[config.mk]
export PLATFORM = sky130hd
export DESIGN_NAME = digital_audio_out_framer
export DESIGN_NICKNAME = d
export VERILOG_FILES = /design/src/logic/dao_pkg.sv /design/src/logic/audio_fifo.sv /design/src/logic/digital_audio_out_framer.sv
export SDC_FILE = /design/constraint.sdc
export NUM_CORES = 1
export LEC_CHECK = 0
export BUFFER_PORTS_ARGS = -buffer_cell sky130_fd_sc_hd__buf_4
export CAP_MARGIN = 20
export CORE_MARGIN = 4
export CORE_UTILIZATION = 50
export DETAILED_ROUTE_END_ITERATION = 16
export GPL_TIMING_DRIVEN = 0
export HOLD_SLACK_MARGIN = 0.12
export PLACE_DENSITY_LB_ADDON = 0.12
export SLEW_MARGIN = 20
export SYNTH_ARGS = -nofsm -noshare
export SYNTH_HDL_FRONTEND = slang
export SYNTH_SLANG_ARGS = --single-unit
[constraint.sdc]
create_clock -name core_clk -period 6.52 [get_ports core_clk]
set_input_delay 1.304 -clock core_clk [delete_from_list [all_inputs] [get_ports core_clk]]
set_output_delay 1.304 -clock core_clk [all_outputs]
set_load 0.05 [all_outputs]
[src/logic/dao_pkg.sv]
// constants shared by the digital audio out framer and its input buffer
package dao_pkg;

    // core clock rate in hertz
    localparam int unsigned CLK_HZ = 50000000;
    // channel cells per frame: 2 subframes x 32 slots x 2 cells
    localparam int unsigned CELLS_PER_FRAME = 128;
    // sample rates in hertz
    localparam int unsigned FS_441 = 44100;
    localparam int unsigned FS_48 = 48000;
    localparam int unsigned FS_32 = 32000;
    // accumulator width and per-clock increments for the cell rate
    localparam int ACC_W = 27;
    localparam logic [26:0] ACC_MOD = 27'(CLK_HZ);
    localparam logic [26:0] INC_441 = 27'(CELLS_PER_FRAME * FS_441);
    localparam logic [26:0] INC_48 = 27'(CELLS_PER_FRAME * FS_48);
    localparam logic [26:0] INC_32 = 27'(CELLS_PER_FRAME * FS_32);

    // rate select codes on the rate_sel input
    localparam logic [1:0] RATE_441 = 2'h0;
    localparam logic [1:0] RATE_48 = 2'h1;
    localparam logic [1:0] RATE_32 = 2'h2;

    // subframe layout, in slots
    localparam logic [4:0] SLOT_PRE_END = 5'h03;
    localparam logic [4:0] SLOT_SAMPLE_LO = 5'h0c;
    localparam logic [4:0] SLOT_SAMPLE_HI = 5'h1b;
    localparam logic [4:0] SLOT_VALID = 5'h1c;
    localparam logic [4:0] SLOT_USER = 5'h1d;
    localparam logic [4:0] SLOT_STATUS = 5'h1e;
    localparam logic [4:0] SLOT_PARITY = 5'h1f;
    // frames per block, last frame index
    localparam logic [7:0] FRAME_LAST = 8'hbf;

    // preamble cell patterns after a low line level
    localparam logic [7:0] PRE_X = 8'he2;
    localparam logic [7:0] PRE_Y = 8'he4;
    localparam logic [7:0] PRE_Z = 8'he8;

    // validity value sent for a disc source
    localparam logic VALIDITY = 1'b0;
    // channel status bit positions that carry non-zero content
    localparam logic [7:0] CS_COPY = 8'h02;
    localparam logic [7:0] CS_EMPH = 8'h03;
    localparam logic [7:0] CS_CAT_MSB = 8'h08;
    localparam logic [7:0] CS_RATE0 = 8'h18;
    localparam logic [7:0] CS_RATE1 = 8'h19;

    // input buffer shape: left, right, user left, user right
    localparam int SAMPLE_W = 16;
    localparam int FIFO_W = 34;
    localparam int FIFO_D = 8;

endpackage : dao_pkg

[src/logic/audio_fifo.sv]
// synchronous fifo with valid and ready on both sides
`timescale 1ns/1ns
module audio_fifo #(
    parameter int W = 34,
    parameter int D = 8
) (
    input wire logic core_clk,
    input wire logic rstn,
    input wire logic in_valid,
    input wire logic [W-1:0] in_data,
    output logic in_ready,
    output logic out_valid,
    output logic [W-1:0] out_data,
    input wire logic out_ready
);
    localparam int AW = $clog2(D);
    localparam int CW = $clog2(D + 1);
    localparam logic [CW-1:0] FULL = CW'(D);
    localparam logic [AW-1:0] LAST = AW'(D - 1);

    // storage words
    logic [W-1:0] mem [D];
    // write and read pointers
    logic [AW-1:0] wptr_r, wptr_nxt;
    logic [AW-1:0] rptr_r, rptr_nxt;
    // fill count and registered not-full flag
    logic [CW-1:0] cnt_r, cnt_nxt;
    logic rdy_r, rdy_nxt;
    logic push, pop;

    // handshake qualified moves
    always_comb
    begin
        push = in_valid && rdy_r;
        pop = out_ready && (cnt_r != '0);
        wptr_nxt = wptr_r;
        rptr_nxt = rptr_r;
        cnt_nxt = cnt_r;
        if (push)
        begin
            wptr_nxt = (wptr_r == LAST) ? '0 : wptr_r + 1'b1;
        end
        if (pop)
        begin
            rptr_nxt = (rptr_r == LAST) ? '0 : rptr_r + 1'b1;
        end
        if (push && !pop)
        begin
            cnt_nxt = cnt_r + 1'b1;
        end
        else if (pop && !push)
        begin
            cnt_nxt = cnt_r - 1'b1;
        end
        rdy_nxt = (cnt_nxt != FULL);
    end

    // pointer and flag registers
    always_ff @(posedge core_clk or negedge rstn)
    begin
        if (!rstn)
        begin
            wptr_r <= '0;
            rptr_r <= '0;
            cnt_r <= '0;
            rdy_r <= 1'b1;
        end
        else
        begin
            wptr_r <= wptr_nxt;
            rptr_r <= rptr_nxt;
            cnt_r <= cnt_nxt;
            rdy_r <= rdy_nxt;
        end
    end

    // data array, written only on push
    always_ff @(posedge core_clk)
    begin
        if (push)
        begin
            mem[wptr_r] <= in_data;
        end
    end

    assign in_ready = rdy_r;
    assign out_valid = (cnt_r != '0);
    assign out_data = mem[rptr_r];

endmodule : audio_fifo

[src/logic/digital_audio_out_framer.sv]
// biphase-mark digital audio out framer with input sample buffer
`timescale 1ns/1ns

module digital_audio_out_framer (
    input wire logic core_clk,
    input wire logic rstn,
    input wire logic [1:0] rate_sel,
    input wire logic copy_permit,
    input wire logic pre_emph,
    input wire logic in_valid,
    input wire logic [15:0] in_left,
    input wire logic [15:0] in_right,
    input wire logic in_user_l,
    input wire logic in_user_r,
    output logic in_ready,
    output logic line_out,
    output logic underflow
);

    // sequencer states
    typedef enum logic [2:0] {
        st_idle = 3'b001,
        st_pre = 3'b010,
        st_body = 3'b100
    } seq_state_t;

    // cell rate accumulator and its tick
    logic [26:0] acc_r, acc_nxt;
    logic tick_r, tick_nxt;
    // sequencer state and position counters
    seq_state_t state_r, state_nxt;
    logic [4:0] slot_r, slot_nxt;
    logic half_r, half_nxt;
    logic ch_r, ch_nxt;
    logic [7:0] frame_r, frame_nxt;
    // preamble cells, line level, parity
    logic [7:0] pat_r, pat_nxt;
    logic line_r, line_nxt;
    logic par_r, par_nxt;
    logic pre_lvl_r, pre_lvl_nxt;
    // held frame samples
    logic [15:0] left_r, left_nxt;
    logic [15:0] right_r, right_nxt;
    logic ul_r, ul_nxt;
    logic ur_r, ur_nxt;
    logic unf_r, unf_nxt;
    // buffer read side
    logic buf_valid;
    logic [dao_pkg::FIFO_W-1:0] buf_data;
    logic pop;
    // combinational helpers
    logic first;
    logic [7:0] cur_pat;
    logic [2:0] cell_idx;
    logic bit_val;
    logic [15:0] smp;
    logic usr;

    // increment per core clock for the selected rate
    function automatic logic [26:0] rate_inc(input logic [1:0] r);
        unique case (r)
            dao_pkg::RATE_48: rate_inc = dao_pkg::INC_48;
            dao_pkg::RATE_32: rate_inc = dao_pkg::INC_32;
            default: rate_inc = dao_pkg::INC_441;
        endcase
    endfunction : rate_inc

    // channel status bit for one frame index of the block
    function automatic logic cs_bit(
        input logic [7:0] idx,
        input logic [1:0] r,
        input logic cp,
        input logic em
    );
        cs_bit = 1'b0;
        // consumer use, normal audio, fields default zero
        if (idx == dao_pkg::CS_COPY)
        begin
            cs_bit = cp;
        end
        else if (idx == dao_pkg::CS_EMPH)
        begin
            cs_bit = em;
        end
        else if (idx == dao_pkg::CS_CAT_MSB)
        begin
            cs_bit = 1'b1;
        end
        else if (idx == dao_pkg::CS_RATE0)
        begin
            cs_bit = (r == dao_pkg::RATE_32);
        end
        else if (idx == dao_pkg::CS_RATE1)
        begin
            cs_bit = (r == dao_pkg::RATE_48) || (r == dao_pkg::RATE_32);
        end
    endfunction : cs_bit

    // sample buffer in front of the framer
    audio_fifo #(
        .W(dao_pkg::FIFO_W),
        .D(dao_pkg::FIFO_D)
    ) u_fifo (
        .core_clk(core_clk),
        .rstn(rstn),
        .in_valid(in_valid),
        .in_data({in_left, in_right, in_user_l, in_user_r}),
        .in_ready(in_ready),
        .out_valid(buf_valid),
        .out_data(buf_data),
        .out_ready(pop)
    );

    // cell tick: 128 cells per sample period, exact on average
    always_comb
    begin
        acc_nxt = acc_r + rate_inc(rate_sel);
        tick_nxt = 1'b0;
        if (acc_nxt >= dao_pkg::ACC_MOD)
        begin
            acc_nxt = acc_nxt - dao_pkg::ACC_MOD;
            tick_nxt = 1'b1;
        end
    end

    // accumulator registers
    always_ff @(posedge core_clk or negedge rstn)
    begin
        if (!rstn)
        begin
            acc_r <= '0;
            tick_r <= 1'b0;
        end
        else
        begin
            acc_r <= acc_nxt;
            tick_r <= tick_nxt;
        end
    end

    // next cell of the line and position advance
    always_comb
    begin
        state_nxt = state_r;
        slot_nxt = slot_r;
        half_nxt = half_r;
        ch_nxt = ch_r;
        frame_nxt = frame_r;
        pat_nxt = pat_r;
        line_nxt = line_r;
        par_nxt = par_r;
        pre_lvl_nxt = pre_lvl_r;
        left_nxt = left_r;
        right_nxt = right_r;
        ul_nxt = ul_r;
        ur_nxt = ur_r;
        unf_nxt = 1'b0;
        pop = 1'b0;
        first = (slot_r == '0) && !half_r;
        cell_idx = {slot_r[1:0], half_r};
        smp = ch_r ? right_r : left_r;
        usr = ch_r ? ur_r : ul_r;
        // preamble kind by channel and frame index
        if (ch_r)
        begin
            cur_pat = dao_pkg::PRE_Y;
        end
        else if (frame_r == '0)
        begin
            cur_pat = dao_pkg::PRE_Z;
        end
        else
        begin
            cur_pat = dao_pkg::PRE_X;
        end
        // inverted version after a high line level
        cur_pat = first ? (cur_pat ^ {8{line_r}}) : pat_r;
        // payload bit of the current slot
        if ((slot_r >= dao_pkg::SLOT_SAMPLE_LO) &&
            (slot_r <= dao_pkg::SLOT_SAMPLE_HI))
        begin
            bit_val = smp[4'(slot_r - dao_pkg::SLOT_SAMPLE_LO)];
        end
        else if (slot_r == dao_pkg::SLOT_VALID)
        begin
            bit_val = dao_pkg::VALIDITY;
        end
        else if (slot_r == dao_pkg::SLOT_USER)
        begin
            bit_val = usr;
        end
        else if (slot_r == dao_pkg::SLOT_STATUS)
        begin
            bit_val = cs_bit(frame_r, rate_sel, copy_permit, pre_emph);
        end
        else if (slot_r == dao_pkg::SLOT_PARITY)
        begin
            bit_val = par_r;
        end
        else
        begin
            // aux slots and unused low audio slots
            bit_val = 1'b0;
        end
        if (tick_r)
        begin
            unique case (state_r)
                st_idle:
                begin
                    // line held low until the first cell tick
                    state_nxt = st_pre;
                end
                st_pre:
                begin
                    // raw preamble cells, no biphase coding
                    pat_nxt = cur_pat;
                    line_nxt = cur_pat[3'd7 - cell_idx];
                    if (first)
                    begin
                        par_nxt = 1'b0;
                    end
                    if (first && !ch_r)
                    begin
                        // one frame taken per sample period
                        pop = buf_valid;
                        unf_nxt = !buf_valid;
                        left_nxt = buf_valid ? buf_data[33:18] : '0;
                        right_nxt = buf_valid ? buf_data[17:2] : '0;
                        ul_nxt = buf_valid && buf_data[1];
                        ur_nxt = buf_valid && buf_data[0];
                    end
                    half_nxt = !half_r;
                    if (half_r)
                    begin
                        slot_nxt = slot_r + 1'b1;
                    end
                    if (half_r && (slot_r == dao_pkg::SLOT_PRE_END))
                    begin
                        state_nxt = st_body;
                        pre_lvl_nxt = line_nxt;
                    end
                end
                st_body:
                begin
                    // biphase mark: toggle at slot edge, mid toggle on 1
                    if (!half_r)
                    begin
                        line_nxt = !line_r;
                        if (slot_r != dao_pkg::SLOT_PARITY)
                        begin
                            par_nxt = par_r ^ bit_val;
                        end
                    end
                    else
                    begin
                        line_nxt = line_r ^ bit_val;
                    end
                    half_nxt = !half_r;
                    if (half_r)
                    begin
                        slot_nxt = slot_r + 1'b1;
                    end
                    if (half_r && (slot_r == dao_pkg::SLOT_PARITY))
                    begin
                        // subframe done, next channel
                        state_nxt = st_pre;
                        slot_nxt = '0;
                        ch_nxt = !ch_r;
                        if (ch_r)
                        begin
                            frame_nxt = (frame_r == dao_pkg::FRAME_LAST) ?
                                '0 : frame_r + 1'b1;
                        end
                    end
                end
            endcase
        end
    end

    // sequencer registers
    always_ff @(posedge core_clk or negedge rstn)
    begin
        if (!rstn)
        begin
            state_r <= st_idle;
            slot_r <= '0;
            half_r <= 1'b0;
            ch_r <= 1'b0;
            frame_r <= '0;
            pat_r <= '0;
            line_r <= 1'b0;
            par_r <= 1'b0;
            pre_lvl_r <= 1'b0;
            left_r <= '0;
            right_r <= '0;
            ul_r <= 1'b0;
            ur_r <= 1'b0;
            unf_r <= 1'b0;
        end
        else
        begin
            state_r <= state_nxt;
            slot_r <= slot_nxt;
            half_r <= half_nxt;
            ch_r <= ch_nxt;
            frame_r <= frame_nxt;
            pat_r <= pat_nxt;
            line_r <= line_nxt;
            par_r <= par_nxt;
            pre_lvl_r <= pre_lvl_nxt;
            left_r <= left_nxt;
            right_r <= right_nxt;
            ul_r <= ul_nxt;
            ur_r <= ur_nxt;
            unf_r <= unf_nxt;
        end
    end

    // single data line, no clock beside it
    assign line_out = line_r;
    assign underflow = unf_r;

    // subframe wraps after slot 31
    chk_slot_wrap: assert property (
        @(posedge core_clk) disable iff (!rstn)
        (tick_r && state_r == st_body && slot_r == 5'h1f && half_r)
        |=> (slot_r == 5'h00 && state_r == st_pre && ch_r != $past(ch_r)))
        else $error("subframe did not wrap after 32 slots");

    // block wraps after frame 191
    chk_block_wrap: assert property (
        @(posedge core_clk) disable iff (!rstn)
        (tick_r && state_r == st_body && slot_r == 5'h1f && half_r &&
         ch_r && frame_r == 8'hbf) |=> (frame_r == 8'h00))
        else $error("block did not wrap after 192 frames");

    // block-start preamble on frame 0 channel 1
    chk_pre_block: assert property (
        @(posedge core_clk) disable iff (!rstn)
        (tick_r && state_r == st_pre && first && !ch_r && frame_r == 8'h00)
        |=> (pat_r == (8'he8 ^ {8{$past(line_r)}})))
        else $error("wrong block-start preamble");

    // channel 1 preamble on other frames
    chk_pre_ch1: assert property (
        @(posedge core_clk) disable iff (!rstn)
        (tick_r && state_r == st_pre && first && !ch_r && frame_r != 8'h00)
        |=> (pat_r == ($past(line_r) ? 8'h1d : 8'he2)))
        else $error("wrong channel 1 preamble");

    // channel 2 preamble always
    chk_pre_ch2: assert property (
        @(posedge core_clk) disable iff (!rstn)
        (tick_r && state_r == st_pre && first && ch_r)
        |=> (pat_r == ($past(line_r) ? 8'h1b : 8'he4)))
        else $error("wrong channel 2 preamble");

    // preamble first cell opposes the previous level
    chk_pre_raw: assert property (
        @(posedge core_clk) disable iff (!rstn)
        (tick_r && state_r == st_pre && first)
        |=> (line_r != $past(line_r)))
        else $error("preamble first cell not inverted");

    // slot edge always toggles in data slots
    chk_bmc_edge: assert property (
        @(posedge core_clk) disable iff (!rstn)
        (tick_r && state_r == st_body && !half_r)
        |=> (line_r != $past(line_r)))
        else $error("missing slot edge transition");

    // validity slot has no mid-slot toggle
    chk_valid_zero: assert property (
        @(posedge core_clk) disable iff (!rstn)
        (tick_r && state_r == st_body && slot_r == 5'h1c && half_r)
        |=> (line_r == $past(line_r)))
        else $error("validity slot not zero");

    // even ones: subframe ends at the level left by the preamble
    chk_parity_even: assert property (
        @(posedge core_clk) disable iff (!rstn)
        (tick_r && state_r == st_body && slot_r == 5'h1f && half_r)
        |=> (line_r == pre_lvl_r))
        else $error("subframe parity not even");

endmodule : digital_audio_out_framer

==> flow_summary.json, run 1 <==
{
  "pre_cts_ws_ns": 1.41,
  "overflow": 0,
  "status": "finished, final reports clean",
  "p_switching_mw": 2.84,
  "holdCritPathClass": "flop to flop",
  "drtIter0Drc": 668,
  "yosysUniqueCellTypes": 72,
  "p_comb_frac": 0.357,
  "cp_common_cell": "ha_1",
  "synth_ff_type": "edfxtp_1",
  "setup_slack_ns": 1.93,
  "final_area_um2": 18500,
  "post_cts_resized": 0,
  "core_area_um2": 31600,
  "worstPathCellList": "buf_4, inv_1, ha_1, ha_1, ha_1, nand4_2, a221oi_4, nand4_1, and3_1, o31a_1, or2_1, a311oi_4, inv_2, and3_4, xnor2_2",
  "p_seq_frac": 0.393,
  "max-slew-margin-rel": 0.345,
  "synth.top_cell.area_share": 0.509,
  "cp_slowest_cell": "a221oi_4",
  "ff2ff_setup_slack_ns": 2.45,
  "num_rows": 65,
  "ys_seq_area_frac": 0.658,
  "cts_tree": "built",
  "rsz0062_at_grt": "false",
  "hold_buffers": 0,
  "cts_setup_buffers": 0,
  "start_util": 0.507,
  "critical_path_class": "input port to flop",
  "fin_nets": 1221,
  "yosys.area.top_type": "edfxtp_1",
  "p_int_mw": 5.55,
  "maxCapViolCount": 0,
  "die_w_um": 187,
  "antenna_found_initial": 0,
  "cp.required_ns": 6.91,
  "clk_latency_ns": 0.53,
  "drive_gt1_frac": 0.218,
  "fp.dieH_um": 187,
  "netlist_area_um2": 16000,
  "worst_pin_slew_ns": 0.983,
  "cts-root-buf": "clkbuf_16",
  "fmax_mhz": 218,
  "routedWlPerCell_um": 21.2,
  "yosysWarnings": 0,
  "place.detailed.hpwl_um": 22800,
  "cts_buffers": 39,
  "syn_inst": 1033,
  "max_stage_delay_ns": 0.43,
  "vias": 9092,
  "cp.arrival_ns": 4.98,
  "critical-path-top-delay-family": "simple AND/OR/NAND/NOR gates",
  "end_kind": "flop",
  "setup_viol": 0,
  "grt_pass1_wl_um": 53100,
  "finalWirelength_um": 33400,
  "synth-seq-cells": 367,
  "hold_violations": 0,
  "antenna_left": 0,
  "clkSinkCount": 367,
  "vdd_drop_max_v": 0.000281,
  "syn_avg_cell_area_um2": 15.5,
  "drt_pass1_iterations": 4,
  "clkPwrFrac": 0.251,
  "routabilityCongestion": 0.819,
  "swShare": 0.338,
  "slew_violations": 0,
  "fin_worst_skew_ns": 0.0128,
  "synth_edf_count": 272,
  "htree_levels": 2,
  "crit_fanout": 9,
  "ios": 44,
  "post-route-min-period_ns": 4.59,
  "io_buffers": 43,
  "yosys-top-cells-area": "edfxtp_1, dfrtp_1, mux4_2, mux2i_1, ha_1",
  "drc": 0,
  "grt_max_degree": 96,
  "path_buf_inv": 3,
  "syn_nets": 1106,
  "grt_usage": 0.193,
  "startpoint_type": "input port",
  "leakage_nw": 6.68,
  "via_per_inst": 5.76,
  "diodes": 0,
  "placed_cell_area_um2": 17200,
  "grt_pass1_vias": 9258,
  "final.period_utilization": 0.704,
  "synthToLayoutAreaGrowth_pct": 15.0,
  "die_area_um2": 35000,
  "cts_buffer_depth": 3,
  "ys_async_sr_fraction": 0.259,
  "cellPowerDensity_nw_per_um2": 455,
  "clkTransAtPathRegs_ns": 0.06
}
## layout make-up
class | count | area, um2
clock inverters | 20 | 180
flip-flops and latches | 367 | 10500
inverters | 22 | 82.6
fillers | 2451 | 13200
plain buffers | 52 | 216
clock buffers | 49 | 1030
well taps | 402 | 503
repair buffers | 74 | 638
multi-input cells | 592 | 5250
## per-layer routing
metal	vias up	GRT usage	share of wire
li1	4235	-	-
met1	4627	0.276	0.45
met3	48	0.0293	0.043
met2	182	0.320	0.49
met5	-	0	0
met4	0	0.0427	0.018
## registers in the layout, indices dropped and copies added (netlist names), 4 cells and up
register,flops
acc_r,20
frame_r,8
left_r,16
pat_r,8
right_r,16
slot_r,5
u_fifo.cnt_r,4
u_fifo.mem,272
## worst reg2reg max path, cell delays in order (launching register included)
cell      delay (ns)
dfrtp_1         0.47
buf_1           0.36
inv_1           0.27
ha_1            0.20
nand3b_1        0.28
nor2_1          0.17
nand2_1         0.17
or2_2           0.31
buf_2           0.20
a21oi_1         0.49
nor3_1          0.13
a31oi_1         0.26
xnor2_1         0.21
or4b_1          0.46
## cells in the mapped netlist, drive strengths merged, types with 7 or more instances
library cell / count
a21o: 9
a21oi: 26
a31oi: 12
and2: 8
and3: 10
buf: 19
clkbuf: 33
dfrtp: 93
edfxtp: 272
ha: 32
inv: 22
mux2i: 43
mux4: 77
nand2: 82
nand2b: 7
nand3: 15
nand4: 9
nor2: 41
nor2b: 12
nor3: 20
nor4: 7
o211ai: 10
o21ai: 65
xnor2: 27
xor2: 15
## path summary, 6_finish.rpt
check                            start              end  depth (start not counted)
setup / recovery           rate_sel[0]        acc_r[11]                         15
setup reg to reg             slot_r[0]  u_fifo.in_ready                         13
hold / removal                  tick_r       state_r[0]                          1
hold reg to reg                 tick_r       state_r[0]                          1
max in group asynchronous         rstn       frame_r[4]                          1
min in group asynchronous         rstn        acc_r[22]                          1
## cell usage in the layout, fill, tap and decap left out, drive strengths merged, types with 8 or more instances in the layout
cell type	n
a21o	9
a21oi	26
a31oi	12
and2	8
and3	10
buf	90
clkbuf	85
clkinv	14
dfrtp	93
edfxtp	272
ha	32
inv	24
mux2i	43
mux4	77
nand2	82
nand3	15
nand4	9
nor2	41
nor2b	12
nor3	20
o211ai	10
o21ai	65
xnor2	27
xor2	15
## logic make-up after synthesis
kind of cell	synth area share
and+or+nand+nor	0.0715
muxes	0.138
DFF	0.658
xor gates and xnor gates	0.0234
buffers and inverters	0.0184
adders and majority gates	0.0256
AOI/OAI and AO/OA	0.0656
## power by group through the flow
stage                     sequential (mW)  combinational (mW)  clock (mW)
final                                3.29                2.99        2.10
after global routing                 3.34                3.31        2.26
after CTS                            3.29                3.04        2.16
after detailed placement             3.34                3.03           0
after global placement               3.36                2.88           0
after floorplan                      3.28                2.17           0
## stage by stage
stage / total power, mW / util / hold slack, ns / instances / setup TNS (ns)
after CTS: 8.49 / 0.583 / 0.485 / 1578 / 0
after global placement: 6.25 / 0.533 / 0.462 / 1478 / -184.47
after floorplan: 5.45 / - / 0.412 / 1033 / 0
after global routing: 8.91 / 0.583 / 0.514 / 1578 / 0
after detailed placement: 6.36 / 0.545 / 0.472 / 1509 / 0
final: 8.39 / 0.583 / 0.468 / 1578 / 0
No activity file was read; power rests on OpenSTA's default activity.
==> run 2: changes to the inputs <==
--- a/config.mk
+++ b/config.mk
@@ -5,6 +5,7 @@
 export SDC_FILE = /design/constraint.sdc
 export NUM_CORES = 1
 export LEC_CHECK = 0
+export ABC_AREA = 1
 export BUFFER_PORTS_ARGS = -buffer_cell sky130_fd_sc_hd__buf_4
 export CAP_MARGIN = 20
 export CORE_MARGIN = 4
==> constraint.sdc (replaced) <==
create_clock -name core_clk -period 3.8 [get_ports core_clk]
set_input_delay 0.76 -clock core_clk [delete_from_list [all_inputs] [get_ports core_clk]]
set_output_delay 0.76 -clock core_clk [all_outputs]
set_load 0.05 [all_outputs]
==> flow_summary.json, run 2 <==
{
  "status": "finished, final reports clean",
  "p_switching_mw": 5.97,
  "swShare": 0.387,
  "power_mw": 15.4,
  "ys_async_sr_fraction": 0.259,
  "synth_edf_count": 272,
  "syn_nets": 1689,
  "p_comb_frac": 0.384,
  "critical_path_class": "flop to flop",
  "syn_avg_cell_area_um2": 10.3,
  "hold_violations": 0,
  "drc": 0,
  "rsz0062_at_grt": "false",
  "synth-compound-area-share": 0.131,
  "cts_tree": "built",
  "synth-seq-cells": 367,
  "slew_violations": 0,
  "cts_setup_buffers": 0,
  "fmax_mhz": 305,
  "worst-r2r-cell-count": 13,
  "yosysUniqueCellTypes": 51,
  "cts-root-buf": "clkbuf_16",
  "die_w_um": 191,
  "grt_usage": 0.226,
  "place.detailed.hpwl_um": 27700,
  "antenna_left": 0,
  "largest_reg_flops": 272,
  "cellPowerDensity_nw_per_um2": 800,
  "synthTopCellsByCount": "edfxtp_1, nand2_1, nor2_1",
  "setup_slack_ns": 0.518,
  "maxCapViolCount": 0,
  "end_kind": "flop",
  "ys_seq_area_frac": 0.632,
  "syn_inst": 1616,
  "diodes": 0,
  "fp.dieH_um": 191,
  "vdd_drop_max_v": 0.000406,
  "timing.rr.start": "slot_r[0]",
  "worst_pin_slew_ns": 0.939,
  "yosys-top-cells-area": "edfxtp_1, dfrtp_1, nand2_1, o21ai_0, nor2_1",
  "max-slew-margin-rel": 0.374,
  "clkPwrFrac": 0.256,
  "drt_pass1_iterations": 5,
  "seq_area_um2": 10500,
  "holdCritPathClass": "input port to async pin",
  "setup_viol": 0,
  "ios": 44,
  "synthMuxAreaShare": 0,
  "final.period_utilization": 0.864,
  "wl_met1_um": 18200,
  "p_seq_frac": 0.360,
  "synth_ff_type": "edfxtp_1",
  "via_per_inst": 5.46,
  "netlist_area_um2": 16700,
  "synth_xor_area_frac": 0.00892,
  "htree_levels": 2,
  "cp.required_ns": 4.17,
  "die_area_um2": 36400,
  "timing.hold.ws_ns": 0.302,
  "startpoint_type": "flop",
  "yosysMostFrequentCell": "edfxtp_1",
  "post_cts_resized": 0,
  "leakage_nw": 7.46,
  "ff2ff_setup_slack_ns": 0.52,
  "io_buffers": 43,
  "core_area_um2": 32700,
  "critPathLaunch": "slot_r[0]",
  "cts_buffers": 40,
  "hold_buffers": 0,
  "nFillCells": 2833,
  "finalWirelength_um": 40800,
  "p_int_mw": 9.43,
  "drive_gt1_frac": 0.107,
  "wl_met3_um": 2390,
  "clkSinkCount": 367,
  "routabilityCongestion": 0.896,
  "cp.arrival_ns": 3.65,
  "multi_input_area_um2": 5360,
  "drtIter0Drc": 865,
  "post-route-min-period_ns": 3.28,
  "synthAdderAreaFrac": 0.0240,
  "postLayoutCoreUtil": 0.589,
  "grt_max_degree": 96,
  "met2_length_um": 18800,
  "r2r_end": "ul_r",
  "antenna_found_initial": 1,
  "final_common_cell": "edfxtp_1",
  "clk_latency_ns": 0.54,
  "grt_pass1_wl_um": 63900,
  "num_rows": 66,
  "crit_end": "ul_r",
  "synth_top_family_by_area": "simple AND/OR/NAND/NOR gates",
  "clkTransAtPathRegs_ns": 0.06,
  "cts_buffer_depth": 3,
  "overflow": 0,
  "reg.largest.list": "u_fifo.mem (272), acc_r (20)",
  "top_layer": "met5",
  "tns_ns": 0,
  "pre_cts_ws_ns": 0.243,
  "yosys.area.top_type": "edfxtp_1",
  "fin_worst_skew_ns": 0.0275,
  "synth.top_cell.area_share": 0.489,
  "routedWlPerCell_um": 18.7,
  "mostFrequentLayoutCells": "edfxtp_1, nand2_1, nor2_1",
  "start_util": 0.511,
  "synthSimpleGateAreaFrac": 0.153,
  "grt_pass1_vias": 11500,
  "yosysWarnings": 0,
  "crit_fanout": 10,
  "largest-register": "u_fifo.mem",
  "fin_nets": 1784,
  "vias": 11900,
  "synthToLayoutAreaGrowth_pct": 15.3
}
run 2: changes by cell type after synthesis, moves of 12 or more:
cell	previous run	this run
o22ai_1	3	70
mux2i_1	43	0
mux4_2	77	0
nand3_1	15	65
xnor2_1	26	4
o21bai_1	0	36
nor2_1	41	208
nand2_1	82	267
o21ai_2	0	12
clkbuf_1	33	61
o21ai_0	63	170
nor2b_1	12	0
a21oi_1	24	69
inv_1	20	137
run 2: through the flow:
stage               instance area (um2)  cells
floorplan                         16700   1616
global placement                  17600   2101
detailed placement                17900   2111
CTS                               19200   2183
global route                      19200   2183
finish                            19200   2183
run 2: cells by family (layout without fill, tap and decap cells):
kind of cell	count (synthesis)	in the layout
buffers and inverters	220	345
xor gates and xnor gates	17	17
AOI/OAI and AO/OA	379	379
DFF	367	367
and+or+nand+nor	601	601
adders and majority gates	32	32
run 2: how the worst min path moves through the flow:
stage | end | slack, ns | cells past startpoint
after global routing | acc_r[11] | 0.42 | 1
after detailed placement | pat_r[3] | 0.49 | 2
after CTS | u_fifo.rptr_r[1] | 0.36 | 1
after floorplan | pat_r[3] | 0.45 | 2
after global placement | pat_r[3] | 0.48 | 2
final | acc_r[13] | 0.30 | 1
run 2: worst max-delay path, stage by stage, from the launching register on:
cell	delay [ns]
dfrtp_1	0.37
buf_2	0.25
clkinv_1	0.29
ha_1	0.32
nand2_1	0.06
nor2_1	0.05
nand2_1	0.22
inv_1	0.09
nand2_1	0.21
inv_2	0.13
nand3_2	0.18
clkbuf_1	0.55
a21oi_1	0.19
o21bai_1	0.21
run 2: final cells by class:
class | count | share of cell area
multi-input combinational | 1029 | 0.278
inverter | 152 | 0.0296
clock inverter | 29 | 0.0175
timing repair buffer | 53 | 0.0305
sequential | 367 | 0.548
clock buffer | 43 | 0.0526
buffer | 68 | 0.0146
tap | 442 | 0.0287
run 2: per-layer routing:
layer / GRT usage / vias to the layer above
met5: 0 / -
met3: 0.0352 / 82
met1: 0.317 / 5685
li1: - / 5779
met4: 0.0740 / 2
met2: 0.363 / 364
run 2: power groups by stage:
stage          sequential [mW]  combinational, mW  clock (mW)
4_1_cts                   5.55               5.92        4.02
3_3_place_gp              5.66               5.62           0
6_report                  5.55               5.91        3.94
3_5_place_dp              5.63               5.88           0
2_1_floorplan             5.55               4.09           0
5_1_grt                   5.63               6.63        4.20
==> run 3: changes to the inputs <==
--- a/config.mk
+++ b/config.mk
@@ -8,7 +8,7 @@
 export ABC_AREA = 1
 export BUFFER_PORTS_ARGS = -buffer_cell sky130_fd_sc_hd__buf_4
 export CAP_MARGIN = 20
-export CORE_MARGIN = 4
+export CORE_MARGIN = 1
 export CORE_UTILIZATION = 50
 export DETAILED_ROUTE_END_ITERATION = 16
 export GPL_TIMING_DRIVEN = 0
==> flow_summary.json, run 3 (synthesis results as in run 2) <==
{
  "worst_pin_slew_ns": 1.02,
  "max-slew-margin-rel": 0.312,
  "start_util": 0.511,
  "cts_tree": "built",
  "final_area_um2": 19200,
  "slew_violations": 0,
  "clk_latency_ns": 0.53,
  "max_stage_delay_ns": 0.60,
  "status": "finished, final reports clean",
  "post-route-min-period_ns": 3.33,
  "cp.arrival_ns": 3.71,
  "fmax_mhz": 301,
  "finalWirelength_um": 41200,
  "htree_levels": 2,
  "grt_pass1_wl_um": 64100,
  "final_common_cell": "edfxtp_1",
  "rsz0062_at_grt": "false",
  "die_area_um2": 34100,
  "fin_nets": 1785,
  "hold_violations": 0,
  "r2r_end": "ul_r",
  "cp.required_ns": 4.18,
  "cts_buffers": 39,
  "cp_common_cell": "nand2_1",
  "grt_max_degree": 96,
  "core_area_um2": 32700,
  "hold_buffers": 0,
  "antenna_left": 0,
  "holdCritPathClass": "input port to async pin",
  "place_inst": 2113,
  "overflow": 0,
  "critical_path_class": "flop to flop",
  "drtIter0Drc": 1003,
  "die_w_um": 185,
  "startpoint_type": "flop",
  "cts_setup_buffers": 0,
  "reg.largest.list": "u_fifo.mem (272), acc_r (20)",
  "final_cells": 2184,
  "cp_slowest_cell": "clkbuf_1",
  "worstPathCellList": "buf_2, clkinv_1, ha_1, nand2_1, nor2_1, nand2_1, inv_1, nand2_1, inv_2, nand3_2, clkbuf_1, a21oi_1, o21bai_1",
  "drc": 0,
  "worst-r2r-cell-count": 13,
  "post_cts_resized": 0,
  "drt_pass1_iterations": 7,
  "grt_pass1_vias": 11600,
  "ff2ff_setup_slack_ns": 0.47,
  "mostFrequentLayoutCells": "edfxtp_1, nand2_1, nor2_1",
  "maxCapViolCount": 0,
  "cellPowerDensity_nw_per_um2": 795,
  "end_kind": "flop",
  "fin_worst_skew_ns": 0.0203,
  "largest-register": "u_fifo.mem",
  "clkSinkCount": 367,
  "via_per_inst": 5.48,
  "routedWlPerCell_um": 18.9,
  "placed_cell_area_um2": 18000,
  "final.period_utilization": 0.876,
  "leakage_nw": 7.43,
  "setup_viol": 0,
  "cts-root-buf": "clkbuf_16",
  "ios": 44,
  "io_buffers": 43,
  "vdd_drop_max_v": 0.000434,
  "clkTransAtPathRegs_ns": 0.06,
  "grt_usage": 0.250,
  "timing.hold.ws_ns": 0.335,
  "fp.dieH_um": 185,
  "crit_fanout": 10,
  "num_rows": 66,
  "diodes": 0,
  "timing.rr.start": "slot_r[0]",
  "postLayoutCoreUtil": 0.587,
  "cts_buffer_depth": 3,
  "routabilityCongestion": 0.916,
  "place.detailed.hpwl_um": 27900,
  "antenna_found_initial": 0,
  "synthToLayoutAreaGrowth_pct": 15.0,
  "drive_gt1_frac": 0.102,
  "tns_ns": 0,
  "largest_reg_flops": 272,
  "vias": 12000
}
[run 3: cell types whose count changed in the layout (fill, tap and decap cells not counted), moves of 2 or more]
cell,previous run,this run
buf_16,8,10
bufinv_16,6,4
clkbuf_1,64,68
clkinv_1,11,17
clkinv_2,10,3
clkinvlp_4,4,1
[run 3: worst max-delay path, delay by kind of cell, from the launching register on]
kind            cells  cell delay (ns)
simple gates        5             0.70
flops               1             0.37
buf+inv             5             1.37
compound gates      2             0.40
fa+ha+maj           1             0.33
[run 3: how the worst max path moves through the flow]
stage / startpoint / end / slack [ns] / cells past startpoint
2_1_floorplan: in_valid / u_fifo.mem[0][0] / 0.77 / 3
3_3_place_gp: in_valid / u_fifo.mem[3][3] / -0.95 / 5
3_5_place_dp: rate_sel[0] / acc_r[21] / 0.22 / 20
4_1_cts: slot_r[0] / ul_r / 0.51 / 13
5_1_grt: slot_r[0] / ul_r / 0.26 / 13
6_report: slot_r[0] / ul_r / 0.47 / 13
[run 3: area by class of cell]
class,count,area [um2]
tap,442,553
clock buffer,47,1030
fill,2820,13500
sequential,367,10500
buffer,68,282
inverter,152,571
multi-input combinational,1029,5360
clock inverter,24,225
timing repair buffer,55,642
[run 3: per-layer routing]
layer  track usage  share of wire  vias up
met1         0.348           0.46     5697
met3        0.0427          0.066       66
met4        0.0717          0.021        0
met2         0.404           0.46      417
met5             0              0        -
li1              -              -     5779
[run 3: stage by stage]
stage                     total power [mW]  worst slack [ns]
after floorplan                       9.64             0.771
final                                 15.3             0.473
after global routing                  16.3             0.261
after detailed placement              11.6             0.224
after CTS                             15.3             0.507
after global placement                11.3            -0.954
[run 3: where the power goes]
part	switching, mW	total [mW]	internal (mW)	leakage, nW
combinational	4.06	5.99	1.94	3.15
sequential	0.390	5.56	5.17	3.67
clock	1.52	3.72	2.20	0.606
